## src/wdw_defs.svh

```systemverilog
// Constants for the windowed watchdog: register offsets, field positions,
// reset values and timing counts.
// Assumes inclusion by bare name from the package and the design file.
`ifndef WDW_DEFS_SVH
`define WDW_DEFS_SVH

// ****************************************************************
// Register byte offsets (Wishbone, one 32-bit word each)
// ****************************************************************
`define WDW_OFS_CONFIG      4'h0
`define WDW_OFS_RESET_CTRL  4'h4
`define WDW_OFS_CMD         4'h8
`define WDW_OFS_IRQ_STATUS  4'hC

// ****************************************************************
// Field positions
// ****************************************************************
`define WDW_CFG_POST_LSB    0
`define WDW_CFG_PRE_BIT     4
`define WDW_CFG_WIN_DIS_BIT 7
`define WDW_CFG_EN_LSB      8
`define WDW_CFG_WIN_LSB     10
`define WDW_RC_IDLE_BIT     2
`define WDW_RC_SLEEP_BIT    3
`define WDW_RC_TO_BIT       4
`define WDW_RC_SWEN_BIT     5
`define WDW_CMD_CLR_BIT     0
`define WDW_CMD_SLEEP_BIT   1
`define WDW_CMD_IDLE_BIT    2
`define WDW_CMD_SWITCH_BIT  3

// ****************************************************************
// Reset values
// ****************************************************************
`define WDW_CFG_RESET       12'h0FF
`define WDW_RC_RESET        6'h00

// ****************************************************************
// Timing: low-power RC tick at a nominal 32 kHz
// ****************************************************************
`define WDW_CLK_HZ          125000000
`define WDW_LOW_POWER_RC_OSC_HZ         32000
`define WDW_LOW_POWER_RC_OSC_DIV        (`WDW_CLK_HZ / `WDW_LOW_POWER_RC_OSC_HZ)
`define WDW_PRE_SHORT       32
`define WDW_PRE_LONG        128

`endif

```

## src/wdw_pkg.sv

```systemverilog
// Types shared by the windowed watchdog.
// Assumes the constant header sits in the same folder.
`include "wdw_defs.svh"

package wdw_pkg;

  // Configuration word as the fuse bits present it
  typedef struct packed {
    logic [1:0] window_size_select;
    logic [1:0] watchdog_enable_config;
    logic       window_mode_disable;
    logic [1:0] spare;
    logic       watchdog_prescale_select;
    logic [3:0] postscale_ratio_select;
  } wdw_cfg_type;

  // Power state of the core as seen by the watchdog
  typedef enum logic [1:0] {
    WDW_RUN,
    WDW_SLEEP,
    WDW_IDLE
  } wdw_pwr_type;

endpackage

```

## src/wdw_watchdog.sv

```systemverilog
// Windowed watchdog timer with a Wishbone classic slave.
// Assumes a single 125 MHz clock; the low-power RC time base is a
// divided tick of that clock, and a reset request loops back via rst_in.
//
// Implementation choices: the Wishbone slave port and the register offsets.
`timescale 1ns/10ps
`default_nettype none
`include "wdw_defs.svh"

module wdw_watchdog
  import wdw_pkg::*;
#(
  parameter int LOW_POWER_RC_OSC_DIV = `WDW_LOW_POWER_RC_OSC_DIV
) (
  input  wire logic        clk_in,
  input  wire logic        rst_in,
  input  wire logic        wb_cyc_in,
  input  wire logic        wb_stb_in,
  input  wire logic        wb_we_in,
  input  wire logic [3:0]  wb_adr_in,
  input  wire logic [3:0]  wb_sel_in,
  input  wire logic [31:0] wb_dat_in,
  output logic [31:0]      wb_dat_out,
  output logic             wb_ack_out,
  output logic             low_power_rc_osc_enable_out,
  output logic             wake_out,
  output logic             device_reset_out,
  output logic             irq_out
);

  // Elaboration check: a divider below two leaves no idle cycle
  // between ticks, which the prescaler compare relies on.
  if (LOW_POWER_RC_OSC_DIV < 2) begin : g_bad_div
    $error("LOW_POWER_RC_OSC_DIV must be at least 2");
  end

  // ****************************************************************
  // Register map
  // ****************************************************************
  // 0x0 configuration (stands in for the fuse word)
  //   [3:0]   postscale ratio select, ratio 2^N
  //   [4]     prescale select: 0 divides by 32, 1 by 128
  //   [7]     window mode disable; low arms the clear window
  //   [9:8]   enable config: 11 always on, 00 software control
  //   [11:10] window size select
  // 0x4 reset control
  //   [2]     idle status, [3] sleep status
  //   [4]     time-out flag, sticky
  //   [5]     software enable, cleared by rst_in
  // 0x8 command, write-only pulses; reads back the irq enable mask
  //   [0]     clear watchdog
  //   [1]     enter sleep, [2] enter idle (sleep wins if both)
  //   [3]     clock switch complete
  // 0xC interrupt status, write one to clear
  //   [0]     time-out, [1] wake
  //   [17:16] interrupt enable, written with byte lane 2
  // Writes need byte lane 0. A read answers one cycle after the
  // request; unaligned or unmapped offsets read zero.
  // Limitation: the status bits in reset control have no reset, so
  // they keep the cause of a watchdog reset; software defines them
  // with one write after power-up.
  // Limitation: one clock only; the RC time base tracks the system
  // clock, so its 32 kHz is nominal to the accuracy of LOW_POWER_RC_OSC_DIV.
  // Commands are single-cycle pulses taken with the bus request; a
  // power-save command while the watchdog is off still changes state.

  // ****************************************************************
  // Register state
  // ****************************************************************
  wdw_cfg_type cfg_r;
  logic        soft_en_r;
  logic        to_flag_r;
  logic        sleep_st_r;
  logic        idle_st_r;
  wdw_pwr_type pwr_r;
  logic [1:0]  irq_stat_r;
  logic [1:0]  irq_en_r;
  logic        ack_r;
  logic [31:0] rdat_r;

  logic [31:0] low_power_rc_osc_cnt_r;
  logic        low_power_rc_osc_tick;
  logic [6:0]  pre_cnt_r;
  logic        pre_tick;
  logic [14:0] post_cnt_r;
  logic        timeout;
  logic        wd_on;
  logic        cnt_clear;
  logic        in_window;

  logic        wb_go;
  logic        wr_cfg;
  logic        wr_rc;
  logic        wr_cmd;
  logic        wr_irq;
  logic        cmd_clr;
  logic        cmd_sleep;
  logic        cmd_idle;
  logic        cmd_switch;
  logic        clr_valid;
  logic        wake;
  logic [1:0]  irq_clr;

  // Postscaler terminal count: ratio 2^N, capped at 32768 for N=15
  function automatic logic [14:0] post_limit(input logic [3:0] sel);
    post_limit = 15'((32'h1 << sel) - 32'h1);
  endfunction

  // Write strobe for one register offset; byte lane 0 gates every register write
  function automatic logic reg_write(input logic go, input logic we, input logic lane0,
                                     input logic [3:0] adr, input logic [3:0] ofs);
    reg_write = go && we && lane0 && adr == ofs;
  endfunction

  // ****************************************************************
  // Bus decode
  // ****************************************************************
  assign wb_go      = wb_cyc_in && wb_stb_in && !ack_r;
  // Decoded strobes last one cycle: the ack blocks a second take
  assign wr_cfg     = reg_write(wb_go, wb_we_in, wb_sel_in[0], wb_adr_in, `WDW_OFS_CONFIG);
  assign wr_rc      = reg_write(wb_go, wb_we_in, wb_sel_in[0], wb_adr_in, `WDW_OFS_RESET_CTRL);
  assign wr_cmd     = reg_write(wb_go, wb_we_in, wb_sel_in[0], wb_adr_in, `WDW_OFS_CMD);
  assign wr_irq     = reg_write(wb_go, wb_we_in, wb_sel_in[0], wb_adr_in, `WDW_OFS_IRQ_STATUS);
  assign cmd_clr    = wr_cmd && wb_dat_in[`WDW_CMD_CLR_BIT];
  assign cmd_sleep  = wr_cmd && wb_dat_in[`WDW_CMD_SLEEP_BIT];
  assign cmd_idle   = wr_cmd && wb_dat_in[`WDW_CMD_IDLE_BIT] && !cmd_sleep;
  assign cmd_switch = wr_cmd && wb_dat_in[`WDW_CMD_SWITCH_BIT];

  // Ack one cycle after the request, then drop for a cycle
  always_ff @(posedge clk_in or posedge rst_in) begin
    if (rst_in) begin
      ack_r <= 1'b0;
    end else begin
      ack_r <= wb_go;
    end
  end

  // Read data captured with the ack; unmapped offsets read zero
  always_ff @(posedge clk_in or posedge rst_in) begin
    if (rst_in) begin
      rdat_r <= 32'h0000_0000;
    end else if (wb_go && !wb_we_in) begin
      unique case (wb_adr_in)
        `WDW_OFS_CONFIG:     rdat_r <= {20'h00000, cfg_r};
        `WDW_OFS_RESET_CTRL: rdat_r <= {26'h0000000, soft_en_r, to_flag_r,
                                        sleep_st_r, idle_st_r, 2'h0};
        `WDW_OFS_CMD:        rdat_r <= {irq_en_r, 30'h00000000} >> 30;
        `WDW_OFS_IRQ_STATUS: rdat_r <= {30'h00000000, irq_stat_r};
        default:             rdat_r <= 32'h0000_0000;
      endcase
    end
  end
  assign wb_dat_out = rdat_r;
  assign wb_ack_out = ack_r;

  // ****************************************************************
  // Configuration word
  // ****************************************************************
  // Stands in for fuse bits; writable so a bench can choose modes
  always_ff @(posedge clk_in or posedge rst_in) begin
    if (rst_in) begin
      cfg_r <= wdw_cfg_type'(`WDW_CFG_RESET);
    end else if (wr_cfg) begin
      cfg_r <= wdw_cfg_type'(wb_dat_in[11:0]);
    end
  end

  // Interrupt enable mask, written at the upper half of the status word
  always_ff @(posedge clk_in or posedge rst_in) begin
    if (rst_in) begin
      irq_en_r <= 2'h0;
    end else if (wr_irq && wb_sel_in[2]) begin
      irq_en_r <= wb_dat_in[17:16];
    end
  end

  // ****************************************************************
  // Enable decode and low-power RC time base
  // ****************************************************************
  assign wd_on = (cfg_r.watchdog_enable_config == 2'h3) ||
                 (cfg_r.watchdog_enable_config == 2'h0 && soft_en_r);
  assign low_power_rc_osc_enable_out = wd_on;

  // 32 kHz tick derived from the system clock
  // Trade-off: the tick phase is not cleared with the counts, so a
  // time-out may come up to one tick early after a clear.
  always_ff @(posedge clk_in or posedge rst_in) begin
    if (rst_in) begin
      low_power_rc_osc_cnt_r <= 32'h0000_0000;
    end else if (!wd_on || low_power_rc_osc_cnt_r == 32'(LOW_POWER_RC_OSC_DIV - 1)) begin
      low_power_rc_osc_cnt_r <= 32'h0000_0000;
    end else begin
      low_power_rc_osc_cnt_r <= low_power_rc_osc_cnt_r + 32'h1;
    end
  end
  assign low_power_rc_osc_tick = wd_on && low_power_rc_osc_cnt_r == 32'(LOW_POWER_RC_OSC_DIV - 1);

  // ****************************************************************
  // Prescaler and postscaler
  // ****************************************************************
  // Window: the later quarter-fractions selected by window size
  // With ratio 1:1 the terminal count is zero, so every clear lands
  // inside the window; a useful window needs a postscaler of 1:4 or more.
  // The compare uses the live count, so a clear in the same cycle as
  // a postscaler step sees the value before the step.
  assign in_window = post_cnt_r >= 15'(({17'h0, post_limit(cfg_r.postscale_ratio_select)}
                     * (32'h3 - {30'h0, cfg_r.window_size_select})) >> 2);
  assign clr_valid = cmd_clr && (cfg_r.window_mode_disable || in_window);
  assign wake      = timeout && pwr_r != WDW_RUN;
  assign cnt_clear = clr_valid || cmd_sleep || cmd_idle || cmd_switch || wake;

  always_ff @(posedge clk_in or posedge rst_in) begin
    if (rst_in) begin
      pre_cnt_r <= 7'h00;
    end else if (cnt_clear || !wd_on) begin
      pre_cnt_r <= 7'h00;
    end else if (pre_tick) begin
      pre_cnt_r <= 7'h00;
    end else if (low_power_rc_osc_tick) begin
      pre_cnt_r <= pre_cnt_r + 7'h01;
    end
  end
  assign pre_tick = low_power_rc_osc_tick && pre_cnt_r == (cfg_r.watchdog_prescale_select ?
                    7'(`WDW_PRE_LONG - 1) : 7'(`WDW_PRE_SHORT - 1));

  // Counts regardless of power state
  always_ff @(posedge clk_in or posedge rst_in) begin
    if (rst_in) begin
      post_cnt_r <= 15'h0000;
    end else if (cnt_clear || !wd_on || timeout) begin
      post_cnt_r <= 15'h0000;
    end else if (pre_tick) begin
      post_cnt_r <= post_cnt_r + 15'h0001;
    end
  end
  assign timeout = pre_tick && post_cnt_r == post_limit(cfg_r.postscale_ratio_select);

  // ****************************************************************
  // Power state and wake
  // ****************************************************************
  // Sleep wins over idle written in the same word; a wake returns to
  // run and takes priority over a new entry.
  always_ff @(posedge clk_in or posedge rst_in) begin
    if (rst_in) begin
      pwr_r <= WDW_RUN;
    end else if (wake) begin
      pwr_r <= WDW_RUN;
    end else if (cmd_sleep) begin
      pwr_r <= WDW_SLEEP;
    end else if (cmd_idle) begin
      pwr_r <= WDW_IDLE;
    end
  end

  // Wake pulse; resumes the core, no reset
  always_ff @(posedge clk_in or posedge rst_in) begin
    if (rst_in) begin
      wake_out <= 1'b0;
    end else begin
      wake_out <= wake;
    end
  end

  // Reset request on time-out while running; the system loops it into
  // rst_in, which clears counts, enable, interrupt status and bus state but keeps the reset control flags.
  always_ff @(posedge clk_in or posedge rst_in) begin
    if (rst_in) begin
      device_reset_out <= 1'b0;
    end else begin
      device_reset_out <= timeout && pwr_r == WDW_RUN;
    end
  end

  // ****************************************************************
  // Reset control register
  // ****************************************************************
  // Status bits survive rst_in so software can see why it reset;
  // only the software enable is cleared there.
  always_ff @(posedge clk_in or posedge rst_in) begin
    if (rst_in) begin
      soft_en_r <= 1'b0;
    end else if (wr_rc) begin
      soft_en_r <= wb_dat_in[`WDW_RC_SWEN_BIT];
    end
  end

  // Time-out flag: sticky, set wins over a software write of zero
  always_ff @(posedge clk_in) begin
    if (wr_rc) begin
      to_flag_r <= wb_dat_in[`WDW_RC_TO_BIT] || timeout;
    end else begin
      to_flag_r <= to_flag_r || timeout;
    end
  end

  // Sleep status: set on entry, left for software after a wake
  always_ff @(posedge clk_in) begin
    if (wr_rc) begin
      sleep_st_r <= wb_dat_in[`WDW_RC_SLEEP_BIT] || cmd_sleep;
    end else begin
      sleep_st_r <= sleep_st_r || cmd_sleep;
    end
  end

  // Idle status: set on entry, left for software after a wake
  always_ff @(posedge clk_in) begin
    if (wr_rc) begin
      idle_st_r <= wb_dat_in[`WDW_RC_IDLE_BIT] || cmd_idle;
    end else begin
      idle_st_r <= idle_st_r || cmd_idle;
    end
  end

  // ****************************************************************
  // Interrupts: bit0 time-out, bit1 wake; write-one-to-clear
  // ****************************************************************
  // Set wins over a write-one-to-clear in the same cycle, so no event is lost
  assign irq_clr = wr_irq ? wb_dat_in[1:0] : 2'h0;
  always_ff @(posedge clk_in or posedge rst_in) begin
    if (rst_in) begin
      irq_stat_r <= 2'h0;
    end else begin
      irq_stat_r <= (irq_stat_r & ~irq_clr) | {wake, timeout};
    end
  end
  assign irq_out = |(irq_stat_r & irq_en_r);

endmodule
`default_nettype wire

```

## config.mk

```make
export PLATFORM = sky130hd
export DESIGN_NAME = wdw_watchdog
export DESIGN_NICKNAME = d
export VERILOG_FILES = /design/src/wdw_pkg.sv /design/src/wdw_watchdog.sv
export VERILOG_INCLUDE_DIRS = /design/src
export SDC_FILE = /design/constraint.sdc
export NUM_CORES = 1
export LEC_CHECK = 0
export ABC_AREA = 1
export BUFFER_PORTS_ARGS = -buffer_cell sky130_fd_sc_hd__buf_2
export CAP_MARGIN = 5
export CORE_UTILIZATION = 40
export CTS_BUF_LIST = sky130_fd_sc_hd__clkbuf_2 sky130_fd_sc_hd__clkbuf_4 sky130_fd_sc_hd__clkbuf_8
export CTS_CLUSTER_SIZE = 24
export DETAILED_ROUTE_END_ITERATION = 6
export PLACE_DENSITY = 0.64
export SLEW_MARGIN = 20
export SYNTH_ARGS = -nofsm -noshare
export SYNTH_HDL_FRONTEND = slang
export SYNTH_SLANG_ARGS = --single-unit
export TNS_END_PERCENT = 20
```

## constraint.sdc

```tcl
create_clock -name clk_in -period 5.86 [get_ports clk_in]
set_clock_uncertainty 0.05 [all_clocks]
set_input_delay 0.879 -clock clk_in [delete_from_list [all_inputs] [get_ports clk_in]]
set_output_delay 0.879 -clock clk_in [all_outputs]
set_load 0.03 [all_outputs]
```

== Word-level counts from Yosys, hierarchy flattened ==
Cells that the tools add are included.

* $add $sub $neg: 5
* Multiply operators: 1
* Magnitude comparators: 1
* Equal/unequal tests: 7
* Shifts and indexed selects: 1
* Muxes and demuxes: 15
* Bitwise logic cells: 4
* Reduce and logical (&&, ||, !) cells: 49

{| class="wikitable"
|+ Operators by type and width
! cell !! number
|-
| 12-bit one-hot mux with 4 select lines || 1
|-
| 32-bit by 1-bit adder with 32-bit output (second input constant) || 1
|-
| 32-bit by 12-bit equality test with 1-bit output (second input constant) || 1
|-
| 32-bit 2-to-1 mux || 1
|-
| 15-bit 2-to-1 mux || 2
|-
| 7-bit 2-to-1 mux || 4
|-
| 1-bit logical AND || 22
|-
| 16-bit by 3-bit multiplier with 17-bit output || 1
|-
| 15-bit by 1-bit adder with 15-bit output (second input constant) || 1
|-
| 15-bit equality test || 1
|-
| 15-bit >= comparator || 1
|-
| 1-bit logical OR || 15
|-
| 1-bit by 4-bit << shifter with 15-bit output (first input constant) || 1
|-
| 15-bit by 1-bit subtractor with 15-bit output (second input constant) || 1
|-
| 4-bit equality test (second input constant) || 2
|-
| 2-bit 2-to-1 mux || 4
|-
| 7-bit by 1-bit adder with 7-bit output (second input constant) || 1
|-
| 7-bit equality test || 1
|-
| 3-bit nonzero test || 2
|-
| 2-bit bitwise AND || 2
|-
| 4-bit by 3-bit equality test with 1-bit output (second input constant) || 1
|-
| 1-bit logical NOT || 4
|-
| 2-bit logical NOT || 2
|-
| 4-bit logical NOT || 1
|-
| other kinds (7) || 10
|}

* Flip-flop bits (word level): 111
* Input bits: 45
* Logic and storage cells: 103

== Logic depth before layout (Yosys ltp) ==
* Depth after elaboration: 14
* Gate-level depth with buffers: 33

== Least setup slack after synthesis ==
OpenSTA, ideal clock, no wires.

* Kind: reg2reg
* From: reg cfg_r[2] in the netlist's numbering
* To: reg post_cnt_r[12]
* Setup time: 0.071 ns
* Data arrival time: 4.529 ns
* Required time: 5.739 ns
* Path slack: 1.210 ns
* Cell stages (with the launch flop): 34
* Path buffers: 3
* Path through: dfstp_2 > buf_4 > nor2_8 > nand2_1 > ha_1 > buf_2 > inv_1 > a21oi_2 > nand2_1 > nand2_1 > nor2_1 > ha_1 > ha_1 > a21oi_1 > o21ai_0 > nand2_1 > o2111ai_1 > nand3_1 > nor2_1 > nor2_1 > xor2_1 > ha_1 > nand2_1 > inv_1 > o21ai_0 > nand2_1 > a21oi_1 > nand4_1 > nand2_1 > nand3_1 > nor2_1 > nand4_4 > buf_8 > nor2_1

* Cells in the longest elaborated chain, start to end: 13

{| class="wikitable"
|+ RTL lines
! item !! line !! text
|-
| start, declared || wdw_watchdog.sv:70 || <nowiki>wdw_cfg_type cfg_r;</nowiki>
|-
| start signal, assigned || wdw_watchdog.sv:162 || <nowiki>cfg_r <= wdw_cfg_type'(`WDW_CFG_RESET);</nowiki>
|-
| start signal, assigned || wdw_watchdog.sv:164 || <nowiki>cfg_r <= wdw_cfg_type'(wb_dat_in[11:0]);</nowiki>
|-
| 1-bit by 4-bit << shifter with 15-bit output * || wdw_watchdog.sv:106 || <nowiki>post_limit = 15'((32'h1 << sel) - 32'h1);</nowiki>
|-
| 15-bit by 1-bit subtractor with 15-bit output * || wdw_watchdog.sv:106 ||
|-
| 16-bit by 3-bit multiplier with 17-bit output || wdw_watchdog.sv:207 || <nowiki>* (32'h3 - {30'h0, cfg_r.window_size_select})) >> 2);</nowiki>
|-
| 15-bit >= comparator || wdw_watchdog.sv:206 || <nowiki>assign in_window = post_cnt_r >= 15'(({17'h0, post_limit(cfg_r.postscale_ratio_select)}</nowiki>
|-
| 1-bit logical OR || wdw_watchdog.sv:208 || <nowiki>assign clr_valid = cmd_clr && (cfg_r.window_mode_disable || in_window);</nowiki>
|-
| 1-bit logical AND || wdw_watchdog.sv:208 ||
|-
| 1-bit logical OR (4 in a row) || wdw_watchdog.sv:210 || <nowiki>assign cnt_clear = clr_valid || cmd_sleep || cmd_idle || cmd_switch || wake;</nowiki>
|-
| 1-bit logical OR || wdw_watchdog.sv:230 || <nowiki>end else if (cnt_clear || !wd_on || timeout) begin</nowiki>
|-
| 1-bit logical OR * || wdw_watchdog.sv:230 ||
|-
| 15-bit 2-to-1 mux / 2-bit nonzero test (equally long branches) || n/a ||
|-
| end signal, assigned || wdw_watchdog.sv:233 || <nowiki>post_cnt_r <= post_cnt_r + 15'h0001;</nowiki>
|-
| end, declared || wdw_watchdog.sv:85 || <nowiki>logic [14:0] post_cnt_r;</nowiki>
|}

Every way passes the cells marked *; elsewhere a longest branch is shown, timed or not.
A chain may end at the register's enable or synchronous reset.

== Worst setup path in the final report ==
Ends and elaborated chain as after synthesis.

==> flow_metrics.py <==
metrics = {
    "critical_path": {
        "critPathRequiredTime_ns": 6.11,
        "r2r_end": "post_cnt_r[12]",
        "crit_slowest_cell": "dfstp_2",
        "critPathKind": "reg -> reg",
        "r2r_cells": 30,
        "critPathMaxFanout": 15,
        "r2r-start": "cfg_r[2]",
        "worstPathArrival_ns": 5.54,
        "cpPeakStageDelay_ns": 0.69,
        "crit_path_start_kind": "flop",
        "crit_top_cell": "nand2_1",
        "endpoint_kind": "flop",
        "rrSetupSlack_ns": 0.58,
    },
    "synthesis": {
        "synth-xor-area-share_pct": 5.135,
        "synth.yosys.warnings": 0,
        "ys_ff_latch": 91,
        "synth_area_um2": 6651,
        "synthSimpleGateAreaFrac_pct": 32.64,
        "synthMuxAreaShare_pct": 0.6584,
        "synth_compound_area_share_pct": 8.315,
        "synthAdderAreaFrac_pct": 9.142,
        "seq_area_frac_synth_pct": 34.16,
        "syn_area_per_cell_um2": 7.144,
        "synthCells": 931,
        "synth_cell_types": 46,
        "synth_top_family_by_area": "simple AND/OR/NAND/NOR gates",
    },
    "detailed_routing": {
        "wire_per_inst_um": 12.77,
        "vias": 5903,
        "dr.pass1.iters": 7,
        "drtAntennaViolNets": 0,
        "routed_wl_um": 15250,
        "drtIter0Drc": 277,
        "via_per_inst": 4.944,
        "drc": 0,
    },
    "worst_hold_path": {
        "min_path_type": "in -> async",
    },
    "floorplan": {
        "ios": 82,
        "die_h_um": 131.0,
        "row_count": 46,
        "start_util_pct": 41.42,
        "die_w_um": 131.0,
        "core-area_um2": 16060,
        "dieArea_um2": 17150,
    },
    "timing": {
        "tightestPinTransition_ns": 0.8816,
        "slew_viol_final": 0,
        "setup_slack_ns": 0.5750,
        "setup_viol_count_final": 0,
        "finalCritPeriodShare_pct": 90.19,
        "final.setup.tns_ns": 0,
        "rsz0062_at_grt": "no",
        "hold_viol_final": 0,
        "relSlewSlack_pct": 41.23,
        "min_period_ns": 5.285,
        "fmaxAchievable_ghz": 0.1892,
    },
    "clock_tree": {
        "cts_max_level": 3,
        "cts_setup_buffers": 0,
        "cts_buffers": 9,
        "hold_buffers": 0,
        "clk_path_buf_depth": 2,
        "clock_latency_ns": 0.38,
        "cts.sinks": 91,
        "cts_tree": "yes",
        "cts_resized": 0,
        "path_clk_slew_ns": 0.09,
        "root_buffer": "clkbuf_8",
    },
    "global_routing": {
        "grt_overflow_total": 0,
        "antenna_found_initial": 0,
        "grtUsageTotal_pct": 19.36,
        "grt_max_degree": 71,
        "grt_first_pass_wirelength_um": 26090,
        "grt_pass1_vias": 5603,
    },
    "pwr": {
        "finalPower_mw": 1.634,
        "ir_drop_v": 0.0001077,
        "p_per_area_nw_per_um2": 225.6,
        "leakage_nw": 3.653,
    },
    "placement": {
        "post-place-ws_ns": 0.4195,
        "hpwl_um": 12080,
        "portBuffers": 41,
        "gp_congestion": 0.9013,
    },
    "outcome": {
        "outcome": "finished clean",
    },
    "final_layout": {
        "fill_cells": 1645,
        "areaGrowthSynthToFinish_pct": 8.898,
        "final_common_cell": "nand2_1",
        "layout_common_cells": "nand2_1 (198), nor2_1 (158), inv_1 (111)",
        "n_antenna_cell": 0,
        "drive_above_1_share_pct": 9.611,
        "fin_nets": 1066,
    },
    "flow_run": {
        "drv_cap": 0,
    },
}
routing by layer:
metal  up-vias  global-route usage [%]  part of all wire [%]
met5         -                       0                     0
met4         0                   4.327                  0.89
met3        11                   3.705                   4.1
met2       109                   33.08                    46
met1      2704                   25.30                    49
li1       3079                       -                     -
cells in the mapped netlist (all sizes together):
library cell | count | area [um^2]
o211ai | 2 | 15.01
or2 | 3 | 18.77
nand3b | 2 | 15.01
a211oi | 2 | 15.01
xor2 | 28 | 245.2
clkinv | 1 | 3.750
fa | 1 | 20.02
nor4 | 9 | 56.30
buf | 26 | 200.2
a22o | 1 | 8.760
nand4 | 28 | 190.2
o221ai | 1 | 8.760
mux2i | 1 | 10.01
o2111ai | 3 | 26.28
dfstp | 8 | 210.2
o21a | 4 | 30.03
conb | 1 | 3.750
nor3b | 3 | 22.52
dfrtp | 80 | 2002
xnor2 | 11 | 96.34
and3 | 2 | 12.51
nor2 | 168 | 666.9
nor3 | 28 | 140.1
nand3 | 56 | 280.3
ha | 47 | 588.1
dfxtp | 3 | 60.06
clkbuf | 7 | 26.28
o211a | 1 | 10.01
nand2 | 202 | 768.2
a21oi | 41 | 209.0
a31oi | 1 | 6.260
a221oi | 1 | 8.760
inv | 114 | 427.9
o21ai | 40 | 200.2
mux2 | 3 | 33.78
a21o | 2 | 15.01
flip-flops by register name, summed over array words and instances, names as in the netlist:
name and flops:
cfg_r 12, device_reset_out 1, idle_st_r 1, irq_en_r 2, irq_stat_r 2, low_power_rc_osc_cnt_r 32, post_cnt_r 15, pre_cnt_r 7
pwr_r 2, sleep_st_r 1, soft_en_r 1, to_flag_r 1, wake_out 1, wb_ack_out 1, wb_dat_out 12
kinds of logic (layout without fill, tap and decap cells):
kind of cell,after synthesis,count (layout)
simple gates,501,501
other cells,1,20
buf+inv,148,176
compound gates,99,99
xor+xnor,39,39
flops,91,91
fa+ha+maj,48,48
mux,4,4
area by class of cell:
class / instances / area [um^2] / share of cell area [%]
clock inverters: 5 / 85.08 / 1.175
multi-input cells: 711 / 3802 / 52.50
well taps: 216 / 270.3 / 3.731
clock buffers: 11 / 145.1 / 2.004
inverters: 115 / 432.9 / 5.977
flip-flops and latches: 91 / 2272 / 31.37
repair buffers: 45 / 235.2 / 3.248
where the power goes:
part / leakage, nW / internal [mW] / switching (mW) / total (mW)
Combinational: 2.36 / 0.152 / 0.290 / 0.442
Sequential: 1.18 / 0.668 / 0.0385 / 0.706
Clock: 0.114 / 0.259 / 0.227 / 0.486
Total: 3.65 / 1.08 / 0.555 / 1.63
per-stage QoR:
step                hold slack (ns)  util, %  area (um^2)  cells
finish                       0.3771    45.11         7243   1194
global route                 0.3847    45.11         7243   1194
CTS                          0.3651    45.04         7233   1194
detailed placement           0.4055    43.61         7003   1178
global placement             0.3862    43.61         7003   1178
floorplan                    0.3861        -         6723    950
worst max-delay path, delay by kind of cell (launching register included):
kind | cells | cell delay (ns)
fa+ha+maj | 4 | 1.26
simple gates | 17 | 2.09
buf+inv | 2 | 0.15
flops | 1 | 0.69
xor+xnor | 1 | 0.14
compound gates | 6 | 0.83
how the worst max path moves through the flow:
stage | endpoint | cells past startpoint | slack [ns] | start
floorplan | post_cnt_r[12] | 33 | 1.21 | cfg_r[2]
global placement | pre_cnt_r[6] | 30 | 0.46 | cfg_r[2]
detailed placement | pre_cnt_r[4] | 30 | 0.42 | cfg_r[2]
CTS | pre_cnt_r[5] | 30 | 0.39 | cfg_r[2]
global route | post_cnt_r[12] | 30 | 0.04 | cfg_r[2]
finish | post_cnt_r[12] | 30 | 0.58 | cfg_r[2]
Note: power is estimated with default switching activity, not from simulation.
